==> src/spp_pkg.sv <==
// Package of constants and types for the sink power path control block.
// Notes on behaviour
// After power-up or reset the block loads its host-visible settings from the non-volatile store during a load interval.
// The host must not make its first register access before the load interval has fully elapsed.
// At power-up the load starts when the core regulator reaches its good level and the internal power-on reset releases.
// After an external reset the load starts at the release of the reset input.
// With high-voltage-only set, the path enable is asserted only after an explicit second or third profile contract.
// After a mismatch in high-voltage-only mode the path stays open at 5 V, the block stays attached and accepts source renegotiation.
// When a later negotiation succeeds the path enable is asserted at the negotiated profile.
// Implicit 5 V or first profile drives only the path enable; second adds output A; third adds output B.
// Three default profiles: fixed 5 V 1.5 A low, flexible 15 V 1.5 A medium, flexible 20 V 1.0 A high priority.
// Bus monitoring uses a 3.3 V detach floor, -20 % attach and +15 % upper for profile one, and -20 % and +10 % for the others.
// With both supplies present the low-voltage system supply is used when above 3.1 V, else the bus-derived supply.
// With high-voltage-only clear, the path enable follows attachment whatever the bus voltage.
package spp_pkg;
   localparam int unsigned LOAD_TIME_NS = 1000;
   localparam int unsigned CLK_PERIOD_NS = 4;
   localparam int unsigned LOAD_CYCLES =
      (LOAD_TIME_NS + CLK_PERIOD_NS - 1) / CLK_PERIOD_NS;
   localparam logic [7:0] LOAD_CYCLES_W = 8'(LOAD_CYCLES - 1);
   // Voltages in millivolts, currents in milliamps.
   localparam logic [15:0] SYS_SUPPLY_SEL_MV = 16'h0c1c;
   localparam logic [15:0] DETACH_FLOOR_MV = 16'h0ce4;
   localparam logic [3:0] LOW_MARGIN_PCT = 4'h0;
   localparam logic [6:0] ATTACH_PCT = 7'h50;
   localparam logic [6:0] UPPER1_PCT = 7'h73;
   localparam logic [6:0] UPPERN_PCT = 7'h6e;
   localparam logic [6:0] PCT_DIV = 7'h64;
   localparam logic [15:0] PDO1_MV = 16'h1388;
   localparam logic [15:0] PDO2_MV = 16'h3a98;
   localparam logic [15:0] PDO3_MV = 16'h4e20;
   localparam logic [11:0] PDO1_MA = 12'h5dc;
   localparam logic [11:0] PDO2_MA = 12'h5dc;
   localparam logic [11:0] PDO3_MA = 12'h3e8;
   localparam logic HV_ONLY_RESET = 1'b0;

   typedef enum logic [1:0] {SPP_PRIO_LOW, SPP_PRIO_MED, SPP_PRIO_HIGH}
      spp_prio_t;

   typedef struct packed {
      logic [15:0] mv;
      logic [11:0] ma;
      logic flexible;
      spp_prio_t prio;
   } spp_pdo_t;

   // Contract code: 0 none, 1 implicit 5 V, 2..4 profile one to three.
   typedef enum logic [2:0] {
      SPP_CT_NONE, SPP_CT_IMPLICIT, SPP_CT_PDO1, SPP_CT_PDO2, SPP_CT_PDO3
   } spp_contract_t;

   typedef struct packed {
      logic path_en;
      logic hp_a;
      logic hp_b;
   } spp_outs_t;

   typedef struct packed {
      logic [15:0] low_mv;
      logic [15:0] high_mv;
   } spp_window_t;
endpackage

==> src/spp_monitor.sv <==
// Bus voltage window for one sink profile.
`timescale 1ns/1ps
module spp_monitor (
   input wire logic [15:0] i_nominal_mv,
   input wire logic i_first,
   input wire logic i_attached,
   output spp_pkg::spp_window_t o_window
);
   logic [22:0] up_prod;
   logic [22:0] lo_prod;
   always_comb begin
      // Window limits computed.
      up_prod = i_nominal_mv * (i_first ? spp_pkg::UPPER1_PCT :
         spp_pkg::UPPERN_PCT);
      lo_prod = i_nominal_mv * spp_pkg::ATTACH_PCT;
      o_window.high_mv = 16'(up_prod / spp_pkg::PCT_DIV);
      if (i_first && i_attached) begin
         o_window.low_mv = spp_pkg::DETACH_FLOOR_MV;
      end else begin
         o_window.low_mv = 16'(lo_prod / spp_pkg::PCT_DIV);
      end
   end
endmodule

==> src/spp_top.sv <==
// Sink power path control: settings load, profiles and path outputs.
`timescale 1ns/1ps
module spp_top (
   input wire logic i_clk_sys,
   input wire logic i_rst_n,
   input wire logic i_por_n,
   input wire logic i_nvm_hv_only,
   input wire logic i_attached,
   input wire spp_pkg::spp_contract_t i_contract,
   input wire logic [15:0] i_vbus_mv,
   input wire logic [15:0] i_sys_supply_mv,
   input wire logic i_vdd_present,
   input wire logic [1:0] i_pdo_sel,
   output logic o_load_done,
   output logic o_high_voltage_only_cfg,
   output logic o_sink_path_enable_out,
   output logic o_high_profile_a_ok,
   output logic o_high_profile_b_ok,
   output logic o_use_system_supply,
   output logic o_vbus_in_window,
   output spp_pkg::spp_pdo_t o_pdo,
   output spp_pkg::spp_window_t o_window
);
   logic por_meta_reg;
   logic por_sync_reg;
   logic att_meta_reg;
   logic att_sync_reg;
   logic [7:0] load_cnt_reg;
   logic load_done_reg;
   logic hv_only_reg;
   spp_pkg::spp_outs_t outs_reg;
   spp_pkg::spp_outs_t outs_next;
   logic use_sys_reg;
   logic in_win_reg;
   spp_pkg::spp_pdo_t pdo_reg;
   spp_pkg::spp_pdo_t pdo_next;
   spp_pkg::spp_window_t win_reg;
   spp_pkg::spp_window_t win_c;
   spp_pkg::spp_contract_t ct_c;

   // The i_por_n and i_attached pins pass two flip-flops.
   always_ff @(posedge i_clk_sys) begin
      if (!i_rst_n) begin
         por_meta_reg <= 1'b0;
         por_sync_reg <= 1'b0;
         att_meta_reg <= 1'b0;
         att_sync_reg <= 1'b0;
      end else begin
         por_meta_reg <= i_por_n;
         por_sync_reg <= por_meta_reg;
         att_meta_reg <= i_attached;
         att_sync_reg <= att_meta_reg;
      end
   end

   // Load starts at release.
   always_ff @(posedge i_clk_sys) begin
      if (!i_rst_n || !por_sync_reg) begin
         load_cnt_reg <= 8'h00;
         load_done_reg <= 1'b0;
      end else if (!load_done_reg) begin
         if (load_cnt_reg == spp_pkg::LOAD_CYCLES_W) begin
            load_done_reg <= 1'b1;
         end
         load_cnt_reg <= load_cnt_reg + 8'h01;
      end
   end

   // Settings loaded from store.
   always_ff @(posedge i_clk_sys) begin
      if (!i_rst_n || !por_sync_reg) begin
         hv_only_reg <= spp_pkg::HV_ONLY_RESET;
      end else if (!load_done_reg &&
            load_cnt_reg == spp_pkg::LOAD_CYCLES_W) begin
         hv_only_reg <= i_nvm_hv_only;
      end
   end

   assign ct_c = att_sync_reg ? i_contract : spp_pkg::SPP_CT_NONE;

   always_comb begin
      outs_next = '0;
      // Contract to outputs.
      unique case (ct_c)
         spp_pkg::SPP_CT_NONE: outs_next = '0;
         spp_pkg::SPP_CT_IMPLICIT, spp_pkg::SPP_CT_PDO1: begin
            // Open path at 5 V.
            outs_next.path_en = !hv_only_reg;
         end
         spp_pkg::SPP_CT_PDO2: begin
            // Explicit high contract.
            outs_next.path_en = 1'b1;
            outs_next.hp_a = 1'b1;
         end
         spp_pkg::SPP_CT_PDO3: begin
            outs_next.path_en = 1'b1;
            outs_next.hp_b = 1'b1;
         end
         default: outs_next = '0;
      endcase
      // Attached without gating.
      if (ct_c == spp_pkg::SPP_CT_NONE && att_sync_reg && !hv_only_reg) begin
         outs_next.path_en = 1'b1;
      end
      if (!load_done_reg) begin
         outs_next = '0;
      end
   end

   always_ff @(posedge i_clk_sys) begin
      if (!i_rst_n || !por_sync_reg) begin
         outs_reg <= '0;
      end else begin
         outs_reg <= outs_next;
      end
   end

   // Default profile table.
   always_comb begin
      unique case (i_pdo_sel)
         2'h1: pdo_next = '{spp_pkg::PDO2_MV, spp_pkg::PDO2_MA, 1'b1,
            spp_pkg::SPP_PRIO_MED};
         2'h2: pdo_next = '{spp_pkg::PDO3_MV, spp_pkg::PDO3_MA, 1'b1,
            spp_pkg::SPP_PRIO_HIGH};
         default: pdo_next = '{spp_pkg::PDO1_MV, spp_pkg::PDO1_MA, 1'b0,
            spp_pkg::SPP_PRIO_LOW};
      endcase
   end

   spp_monitor u_mon (
      .i_nominal_mv(pdo_next.mv),
      .i_first(i_pdo_sel != 2'h1 && i_pdo_sel != 2'h2),
      .i_attached(att_sync_reg),
      .o_window(win_c)
   );

   always_ff @(posedge i_clk_sys) begin
      if (!i_rst_n) begin
         pdo_reg <= '0;
         win_reg <= '0;
         in_win_reg <= 1'b0;
         use_sys_reg <= 1'b0;
      end else begin
         pdo_reg <= pdo_next;
         win_reg <= win_c;
         // Bus checked against window.
         in_win_reg <= i_vbus_mv >= win_c.low_mv &&
            i_vbus_mv <= win_c.high_mv;
         // Supply selection.
         use_sys_reg <= !i_vdd_present ||
            i_sys_supply_mv > spp_pkg::SYS_SUPPLY_SEL_MV;
      end
   end

   assign o_load_done = load_done_reg;
   assign o_high_voltage_only_cfg = hv_only_reg;
   assign o_sink_path_enable_out = outs_reg.path_en;
   assign o_high_profile_a_ok = outs_reg.hp_a;
   assign o_high_profile_b_ok = outs_reg.hp_b;
   assign o_use_system_supply = use_sys_reg;
   assign o_vbus_in_window = in_win_reg;
   assign o_pdo = pdo_reg;
   assign o_window = win_reg;

   property p_hv_gate;
      @(posedge i_clk_sys) disable iff (!i_rst_n)
      (o_high_voltage_only_cfg && o_sink_path_enable_out) |->
         (o_high_profile_a_ok || o_high_profile_b_ok);
   endproperty
   a_hv_gate: assert property (p_hv_gate)
      else $error("Path enabled at 5 V.");

   property p_excl;
      @(posedge i_clk_sys) disable iff (!i_rst_n)
      !(o_high_profile_a_ok && o_high_profile_b_ok);
   endproperty
   a_excl: assert property (p_excl)
      else $error("Both high outputs set.");

   property p_hp_path;
      @(posedge i_clk_sys) disable iff (!i_rst_n)
      (o_high_profile_a_ok || o_high_profile_b_ok) |-> o_sink_path_enable_out;
   endproperty
   a_hp_path: assert property (p_hp_path)
      else $error("High without path.");

   property p_no_load;
      @(posedge i_clk_sys) disable iff (!i_rst_n)
      !o_load_done |-> !o_sink_path_enable_out;
   endproperty
   a_no_load: assert property (p_no_load)
      else $error("Path before load.");

   property p_load_len;
      @(posedge i_clk_sys) disable iff (!i_rst_n)
      $rose(por_sync_reg) |-> !o_load_done [*8];
   endproperty
   a_load_len: assert property (p_load_len)
      else $error("Load too short.");

   property p_load_end;
      @(posedge i_clk_sys) disable iff (!i_rst_n || !por_sync_reg)
      $rose(por_sync_reg) |-> ##[1:300] o_load_done;
   endproperty
   a_load_end: assert property (p_load_end)
      else $error("Load never ends.");

   property p_pdo2;
      @(posedge i_clk_sys) disable iff (!i_rst_n)
      (o_load_done && por_sync_reg && att_sync_reg &&
         i_contract == spp_pkg::SPP_CT_PDO2 && $stable(o_load_done))
         |=> o_high_profile_a_ok;
   endproperty
   a_pdo2: assert property (p_pdo2)
      else $error("Profile two missed.");

   property p_nohv;
      @(posedge i_clk_sys) disable iff (!i_rst_n)
      (o_load_done && por_sync_reg && !hv_only_reg && att_sync_reg) |=>
         (o_sink_path_enable_out || !$past(att_sync_reg) ||
            $changed(hv_only_reg));
   endproperty
   a_nohv: assert property (p_nohv)
      else $error("Path off when attached.");

   property p_supply;
      @(posedge i_clk_sys) disable iff (!i_rst_n)
      (i_vdd_present && i_sys_supply_mv <= spp_pkg::SYS_SUPPLY_SEL_MV) |=>
         !o_use_system_supply;
   endproperty
   a_supply: assert property (p_supply)
      else $error("System supply picked below threshold.");

   property p_detached;
      @(posedge i_clk_sys) disable iff (!i_rst_n)
      !att_sync_reg |=> !o_sink_path_enable_out;
   endproperty
   a_detached: assert property (p_detached)
      else $error("Path enabled while detached.");
endmodule

==> config.mk <==
export PLATFORM = sky130hd
export DESIGN_NAME = spp_top
export DESIGN_NICKNAME = d
export VERILOG_FILES = /design/src/spp_pkg.sv /design/src/spp_monitor.sv /design/src/spp_top.sv
export SDC_FILE = /design/constraint.sdc
export NUM_CORES = 1
export LEC_CHECK = 0
export BUFFER_PORTS_ARGS = -buffer_cell sky130_fd_sc_hd__buf_4
export CORE_MARGIN = 2
export CORE_UTILIZATION = 35
export DETAILED_ROUTE_END_ITERATION = 12
export PLACE_DENSITY_LB_ADDON = 0.15
export SKIP_CTS_REPAIR_TIMING = 1
export SYNTH_ARGS = -nofsm -noshare
export SYNTH_HDL_FRONTEND = slang
export SYNTH_SLANG_ARGS = --single-unit
==> constraint.sdc <==
create_clock -name i_clk_sys -period 2.9 [get_ports i_clk_sys]
set_clock_uncertainty 0.1 [all_clocks]
set_input_delay 0.145 -clock i_clk_sys [delete_from_list [all_inputs] [get_ports i_clk_sys]]
set_output_delay 0.145 -clock i_clk_sys [all_outputs]
set_load 0.005 [all_outputs]
==> summary.md, run 1 <==
| Metric | Value |
|---|---|
| Status | complete, no violations |
| Layout Utilization | between 40% and 50% |
| Initial antenna violation count | 0 |
| Layout area overhead | 33.9% |
| Root Driver | clkbuf_8 |
| IO Pins | roughly 110 |
| Avg Cell Area, Syn | ~9 um^2 |
| Slew Viols, Final | 0 |
| Synth cell types | 40 |
| Maximum clock frequency | about 390 MHz |
| Initial Util | a little over a third |
| CTS clk-pin slew, worst paths | 0.09 ns |
| Endpoints failing setup | 0 |
| Fin Hold WS | 0.00582 ns |
| Setup WS pre-CTS | roughly 0.023 ns |
| Crit Path Max Fanout | 4 |
| Crit path DAT | about 2.7 ns |
| H-tree depth | 2 |
| Area share of the largest cell type after synthesis | ~37% |
| IO buf count | roughly 100 |
| Fin Setup TNS | 0 ns |
| Critical Path Sink Type | register |
| Synthesized netlist cell count | between 200 and 300 |
| Biggest area consumer among synthesized cells | dfxtp_1 |
| Depth of the worst register-to-register path | 8 |
| # diodes | 0 |
| Max FFs per register | 24 |
| Synth warnings | 0 |
| Placer Congestion | roughly 0.86 |
| Area of the die | 8130 um^2 |
| DP Cell Count | roughly 470 |
| DR WL/cell | approximately 13 um |
| Core area | between 7000 and 8000 um^2 |
| CTS Buf Count | 5 |
| DR pass1 iterations | 4 |
| Share of layout cells above drive strength 1 | about a third |
| Num Clock Sinks | 48 |
| Routed WL | approximately 6200 um |
| Period Utilization, post-route | around nine tenths |
| Clock latency on the worst-skew pair | about 0.3 ns |
| Worst slew pin tran | ~0.78 ns |
| Final std cells w/o fill | roughly 490 |
| Worst endpoint required time | 3.04 ns |
| Via count | roughly 2.3k |
| RSZ-0062 raised after global routing | false |
| Power density cells | ~410 nW/um^2 |
| GRT overflow | 0 |
| Crit-path slowest cell | ha_1 |
| # fillers | about 740 |
| Largest net degree at the start of global routing | 24 |
| Post-synthesis register bit count | 48 |
| Die width | approximately 90 um |
| DRT iter0 DRCs | between 60 and 70 |
| Most frequent cells in the layout | buf_4 (113), dfxtp_1 (48), nor2_1 (38), ha_1 (38), a21oi_1 (17) |
| Most common cell after layout, fill and taps aside | buf_4 |
| Number of global-route vias before repair | 2,107 |
| Synthesized area | ~2600 um^2 |
| Worst Slack Setup Final | between 0.3 and 0.4 ns |
| Worst path cell trace | buf_4, inv_1, ha_1, and2_1, ha_1, inv_1, ha_1, nand2b_1, a21oi_1, ha_1, a21oi_1, a21oi_1, o21ai_0, o311ai_0, a32oi_1 |
| Nets | ~470 |
| Hold crit path type | in -> reg |
| Largest cells by area after synthesis | dfxtp_1 (37%), ha_1 (18%), buf_4 (9.8%), nor2_1 (5.5%), a21oi_1 (3.3%) |
| Num rows | 31 |
| Slowest Stage Delay on Critical Path | 0.33 ns |
| Leakage | 1.69 nW |
| CTS tree | yes |
| Clock buffer depth | 2 |
| Min Clock Period, post-route | 2.55 ns |
| Crit Path Category | in -> reg |
| Maximum capacitance violations | 0 |
| Hold Crit Depth | 4 |
| Die height | roughly 90 um |
| Dpl hpwl | around 4800 um |
| Rel. slew slack | roughly half |
| Worst vdd ir | around 200 uV |
| Cell mode on critical path | ha_1 |
| First-pass GRT wire length | between 10,000 and 15,000 um |
| Vias/cell | ~4.7 |
| Antenna viol nets, final | 0 |
| DRC viols | 0 |
| CP Launch Type | primary input |
| Seq/Total Area, Yosys | a little under two fifths |
| GRT Total Usage | around 15% |
| Final Hold Viols | 0 |
report_power, final:
group / switching, W / internal [W]
clock network: 0.000227 / 0.000191
logic: 0.000140 / 0.000164
registers: 0.0000137 / 0.000686
total: 0.000381 / 0.00104
critical path: cells and delay by family:
family	cells	cell delay (ns)
adder cells (fa/ha/maj)	4	1.14
AND/OR/NAND/NOR	2	0.32
buffers and inverters	3	0.19
AO/OA/AOI/OAI	6	0.90
synthesized netlist by cell type (all sizes together):
cell type and n:
a31oi 3, a211oi 2, o311ai 1, or3 4, nand4b 1, and3 4
dfxtp 48, ha 38, xnor2 1, nor2b 6, inv 11, nor4 2
nor2 38, a21oi 17, nand2b 3, xor2 3, a21boi 2, a32oi 1
buf 34, a21o 2, nor3 6, conb 1, o211ai 3, and2 8
o2111ai 1, nand2 15, a311o 1, a2111oi 2, o31ai 1, nand4 6
mux2i 1, clkbuf 7, nor4bb 1, o21ai 9, nand3 9
cell type report:
class                           count  area [um^2]  area share (%)
Multi-Input combinational cell    200         1340            38.6
Sequential cell                    48          961            27.6
Timing Repair Buffer              120          918            26.4
Tap cell                           99          124            3.56
Clock buffer                        6         82.6            2.37
Inverter                           11         43.8            1.26
Clock inverter                      1         8.76           0.252
through the flow:
| step | area (um^2) | total power, W |
|---|---|---|
| finish | 3480 | 0.00142 |
| global route | 3480 | 0.00150 |
| CTS | 3410 | 0.00143 |
| detailed placement | 3320 | 0.00101 |
| global placement | 3320 | 0.00101 |
| floorplan | 2630 | 0.000881 |
path summary, 6_finish.rpt:
kind / start / to / slack [ns]
setup reg to reg: att_sync_reg / o_vbus_in_window / 0.74
hold / removal: i_contract[1] / o_high_profile_b_ok / 0.006
setup / recovery: i_pdo_sel[0] / o_vbus_in_window / 0.35
hold reg to reg: att_meta_reg / att_sync_reg / 0.34
logic make-up (layout without fill, tap and decap cells):
group / after synthesis / count (layout) / share of synthesized area (%)
compound gates: 45 / 45 / 10.8
mux: 1 / 1 / 0.385
buf+inv: 52 / 138 / 12.5
fa+ha+maj: 38 / 38 / 18.3
xor+xnor: 4 / 4 / 1.35
flops: 48 / 48 / 37.0
other cells: 1 / 9 / 0.144
simple gates: 103 / 103 / 19.5
per-layer routing:
layer	vias up	global-route usage, %	share of wire (%)
li1	1150	-	-
met1	1017	21.1	47
met2	88	24.0	45
met3	5	3.86	7.3
met4	0	4.62	1.2
met5	-	0	0
No activity file was read; power rests on OpenSTA's default activity.
==> run 2, diff against run 1 <==
--- a/config.mk
+++ b/config.mk
@@ -10,6 +10,7 @@
 export CORE_UTILIZATION = 35
 export DETAILED_ROUTE_END_ITERATION = 12
 export PLACE_DENSITY_LB_ADDON = 0.15
+export RECOVER_POWER = 25
 export SKIP_CTS_REPAIR_TIMING = 1
 export SYNTH_ARGS = -nofsm -noshare
 export SYNTH_HDL_FRONTEND = slang
==> summary.md, run 2 (synthesis results as in run 1) <==
| Metric | Value |
|---|---|
| Crit Path Category | in -> reg |
| GRT Total Usage | between 15 and 20% |
| DR WL/cell | approximately 13 um |
| Crit path DAT | between 2 and 3 ns |
| Final std cells w/o fill | 485 |
| Dpl hpwl | a little under 5000 um |
| Via count | between 2k and 2.5k |
| Vias/cell | around 4.7 |
| Fin Setup TNS | 0 ns |
| Hold Crit Depth | 4 |
| Num Clock Sinks | 48 |
| Hold crit path type | in -> reg |
| Placer Congestion | 0.857 |
| Die width | between 90 and 100 um |
| GRT overflow | 0 |
| H-tree depth | 2 |
| Share of layout cells above drive strength 1 | about a third |
| Most common cell after layout, fill and taps aside | buf_4 |
| CTS clk-pin slew, worst paths | 0.09 ns |
| Reg-to-reg endpoint | o_vbus_in_window |
| CTS Buf Count | 5 |
| Num rows | 31 |
| Max FFs per register | 24 |
| Most frequent cells in the layout | buf_4 (93), dfxtp_1 (48), nor2_1 (38), ha_1 (38), clkbuf_4 (18) |
| WHS Endpoint | o_high_profile_b_ok |
| Root Driver | clkbuf_8 |
| Critical Path Sink Type | register |
| # fillers | 741 |
| Worst flop-to-flop path startpoint | att_sync_reg |
| Area of the die | 8130 um^2 |
| Slew Viols, Final | 0 |
| CTS tree | yes |
| Final Hold Viols | 0 |
| DRT iter0 DRCs | 80 |
| DP Cell Count | approximately 470 |
| Maximum clock frequency | around 390 MHz |
| Leakage | 1.67 nW |
| Die height | 90.2 um |
| Power density cells | about 410 nW/um^2 |
| Routed WL | approximately 6200 um |
| Core area | just over 7000 um^2 |
| CP Launch Type | primary input |
| Initial Util | 36.0% |
| Period Utilization, post-route | between 80% and 90% |
| Hold_sp | i_contract[1] |
| Maximum capacitance violations | 0 |
| RSZ-0062 raised after global routing | false |
| First-pass GRT wire length | between 10,000 and 15,000 um |
| Number of global-route vias before repair | between 2k and 2.5k |
| IO buf count | 104 |
| Rel. slew slack | between 40 and 50% |
| Clock latency on the worst-skew pair | 0.30 ns |
| IO Pins | roughly 110 |
| Layout area overhead | 33.7% |
| Largest net degree at the start of global routing | 24 |
| # diodes | 0 |
| Antenna viol nets, final | 0 |
| Initial antenna violation count | 0 |
| Depth of the worst register-to-register path | 8 |
| DR pass1 iterations | 4 |
| Nets | 467 |
| Worst vdd ir | 202 uV |
| Crit Path Max Fanout | 4 |
| Worst slew pin tran | about 0.78 ns |
| DRC viols | 0 |
| Worst endpoint required time | 3.04 ns |
| Status | complete, no violations |
| Endpoints failing setup | 0 |
| Min Clock Period, post-route | between 2 and 3 ns |
| Reg2reg setup slack | 0.73 ns |
| Clock buffer depth | 2 |
[run 2: changes by cell type in the layout (fill, tap and decap cells not counted)]
| cell | delta |
|---|---|
| and2_0 | +3 |
| and2_1 | -3 |
| buf_4 | -20 |
| clkbuf_1 | +2 |
| clkbuf_4 | +18 |
[run 2: worst max-delay path by stage]
stage,from,endpoint,slack [ns],cells past startpoint
floorplan,i_pdo_sel[0],o_vbus_in_window,0.17,15
global placement,i_pdo_sel[0],o_vbus_in_window,0.13,15
detailed placement,i_pdo_sel[0],o_vbus_in_window,0.02,15
CTS,i_pdo_sel[0],o_vbus_in_window,0.35,15
global route,i_pdo_sel[0],o_vbus_in_window,0.08,15
finish,i_pdo_sel[0],o_vbus_in_window,0.35,15
[run 2: critical path, stage by stage]
cell,delay (ns)
buf_4,0.09
inv_1,0.05
ha_1,0.33
and2_1,0.18
ha_1,0.27
inv_1,0.04
ha_1,0.25
nand2b_1,0.14
a21oi_1,0.19
ha_1,0.29
a21oi_1,0.16
a21oi_1,0.08
o21ai_0,0.15
o311ai_0,0.15
a32oi_1,0.16
[run 2: final cells by class]
type,instances,area (um^2),share of cell area (%)
tap,99,124,3.57
timing repair buffer,120,911,26.2
inverter,11,43.8,1.26
clock buffer,6,82.6,2.38
multi-input combinational,200,1340,38.7
clock inverter,1,8.76,0.252
sequential,48,961,27.7
[run 2: routing by layer]
layer | track usage [%] | part of all wire, % | vias to the layer above | routed length [um]
met2 | 24.0 | 45 | 88 | 2790
li1 | - | - | 1150 | -
met5 | 0 | 0 | - | 0
met4 | 4.62 | 1.2 | 0 | 74
met3 | 3.86 | 7.2 | 5 | 445
met1 | 21.1 | 47 | 1017 | 2900
[run 2: where the power goes]
group	switching [W]	internal [W]
sequential	0.0000135	0.000686
clock	0.000226	0.000191
combinational	0.000140	0.000161
[run 2: per-stage QoR]
stage	hold WS, ns	instance area (um^2)	util [%]	worst slack, ns	power, W
finish	0.00550	3470	48.1	0.350	0.00142
global route	0.0228	3470	48.1	0.0849	0.00150
CTS	-0.0956	3410	47.3	0.353	0.00143
detailed placement	0.234	3320	46.0	0.0234	0.00101
global placement	0.231	3320	46.0	0.130	0.00101
floorplan	0.0727	2630	-	0.175	0.000881
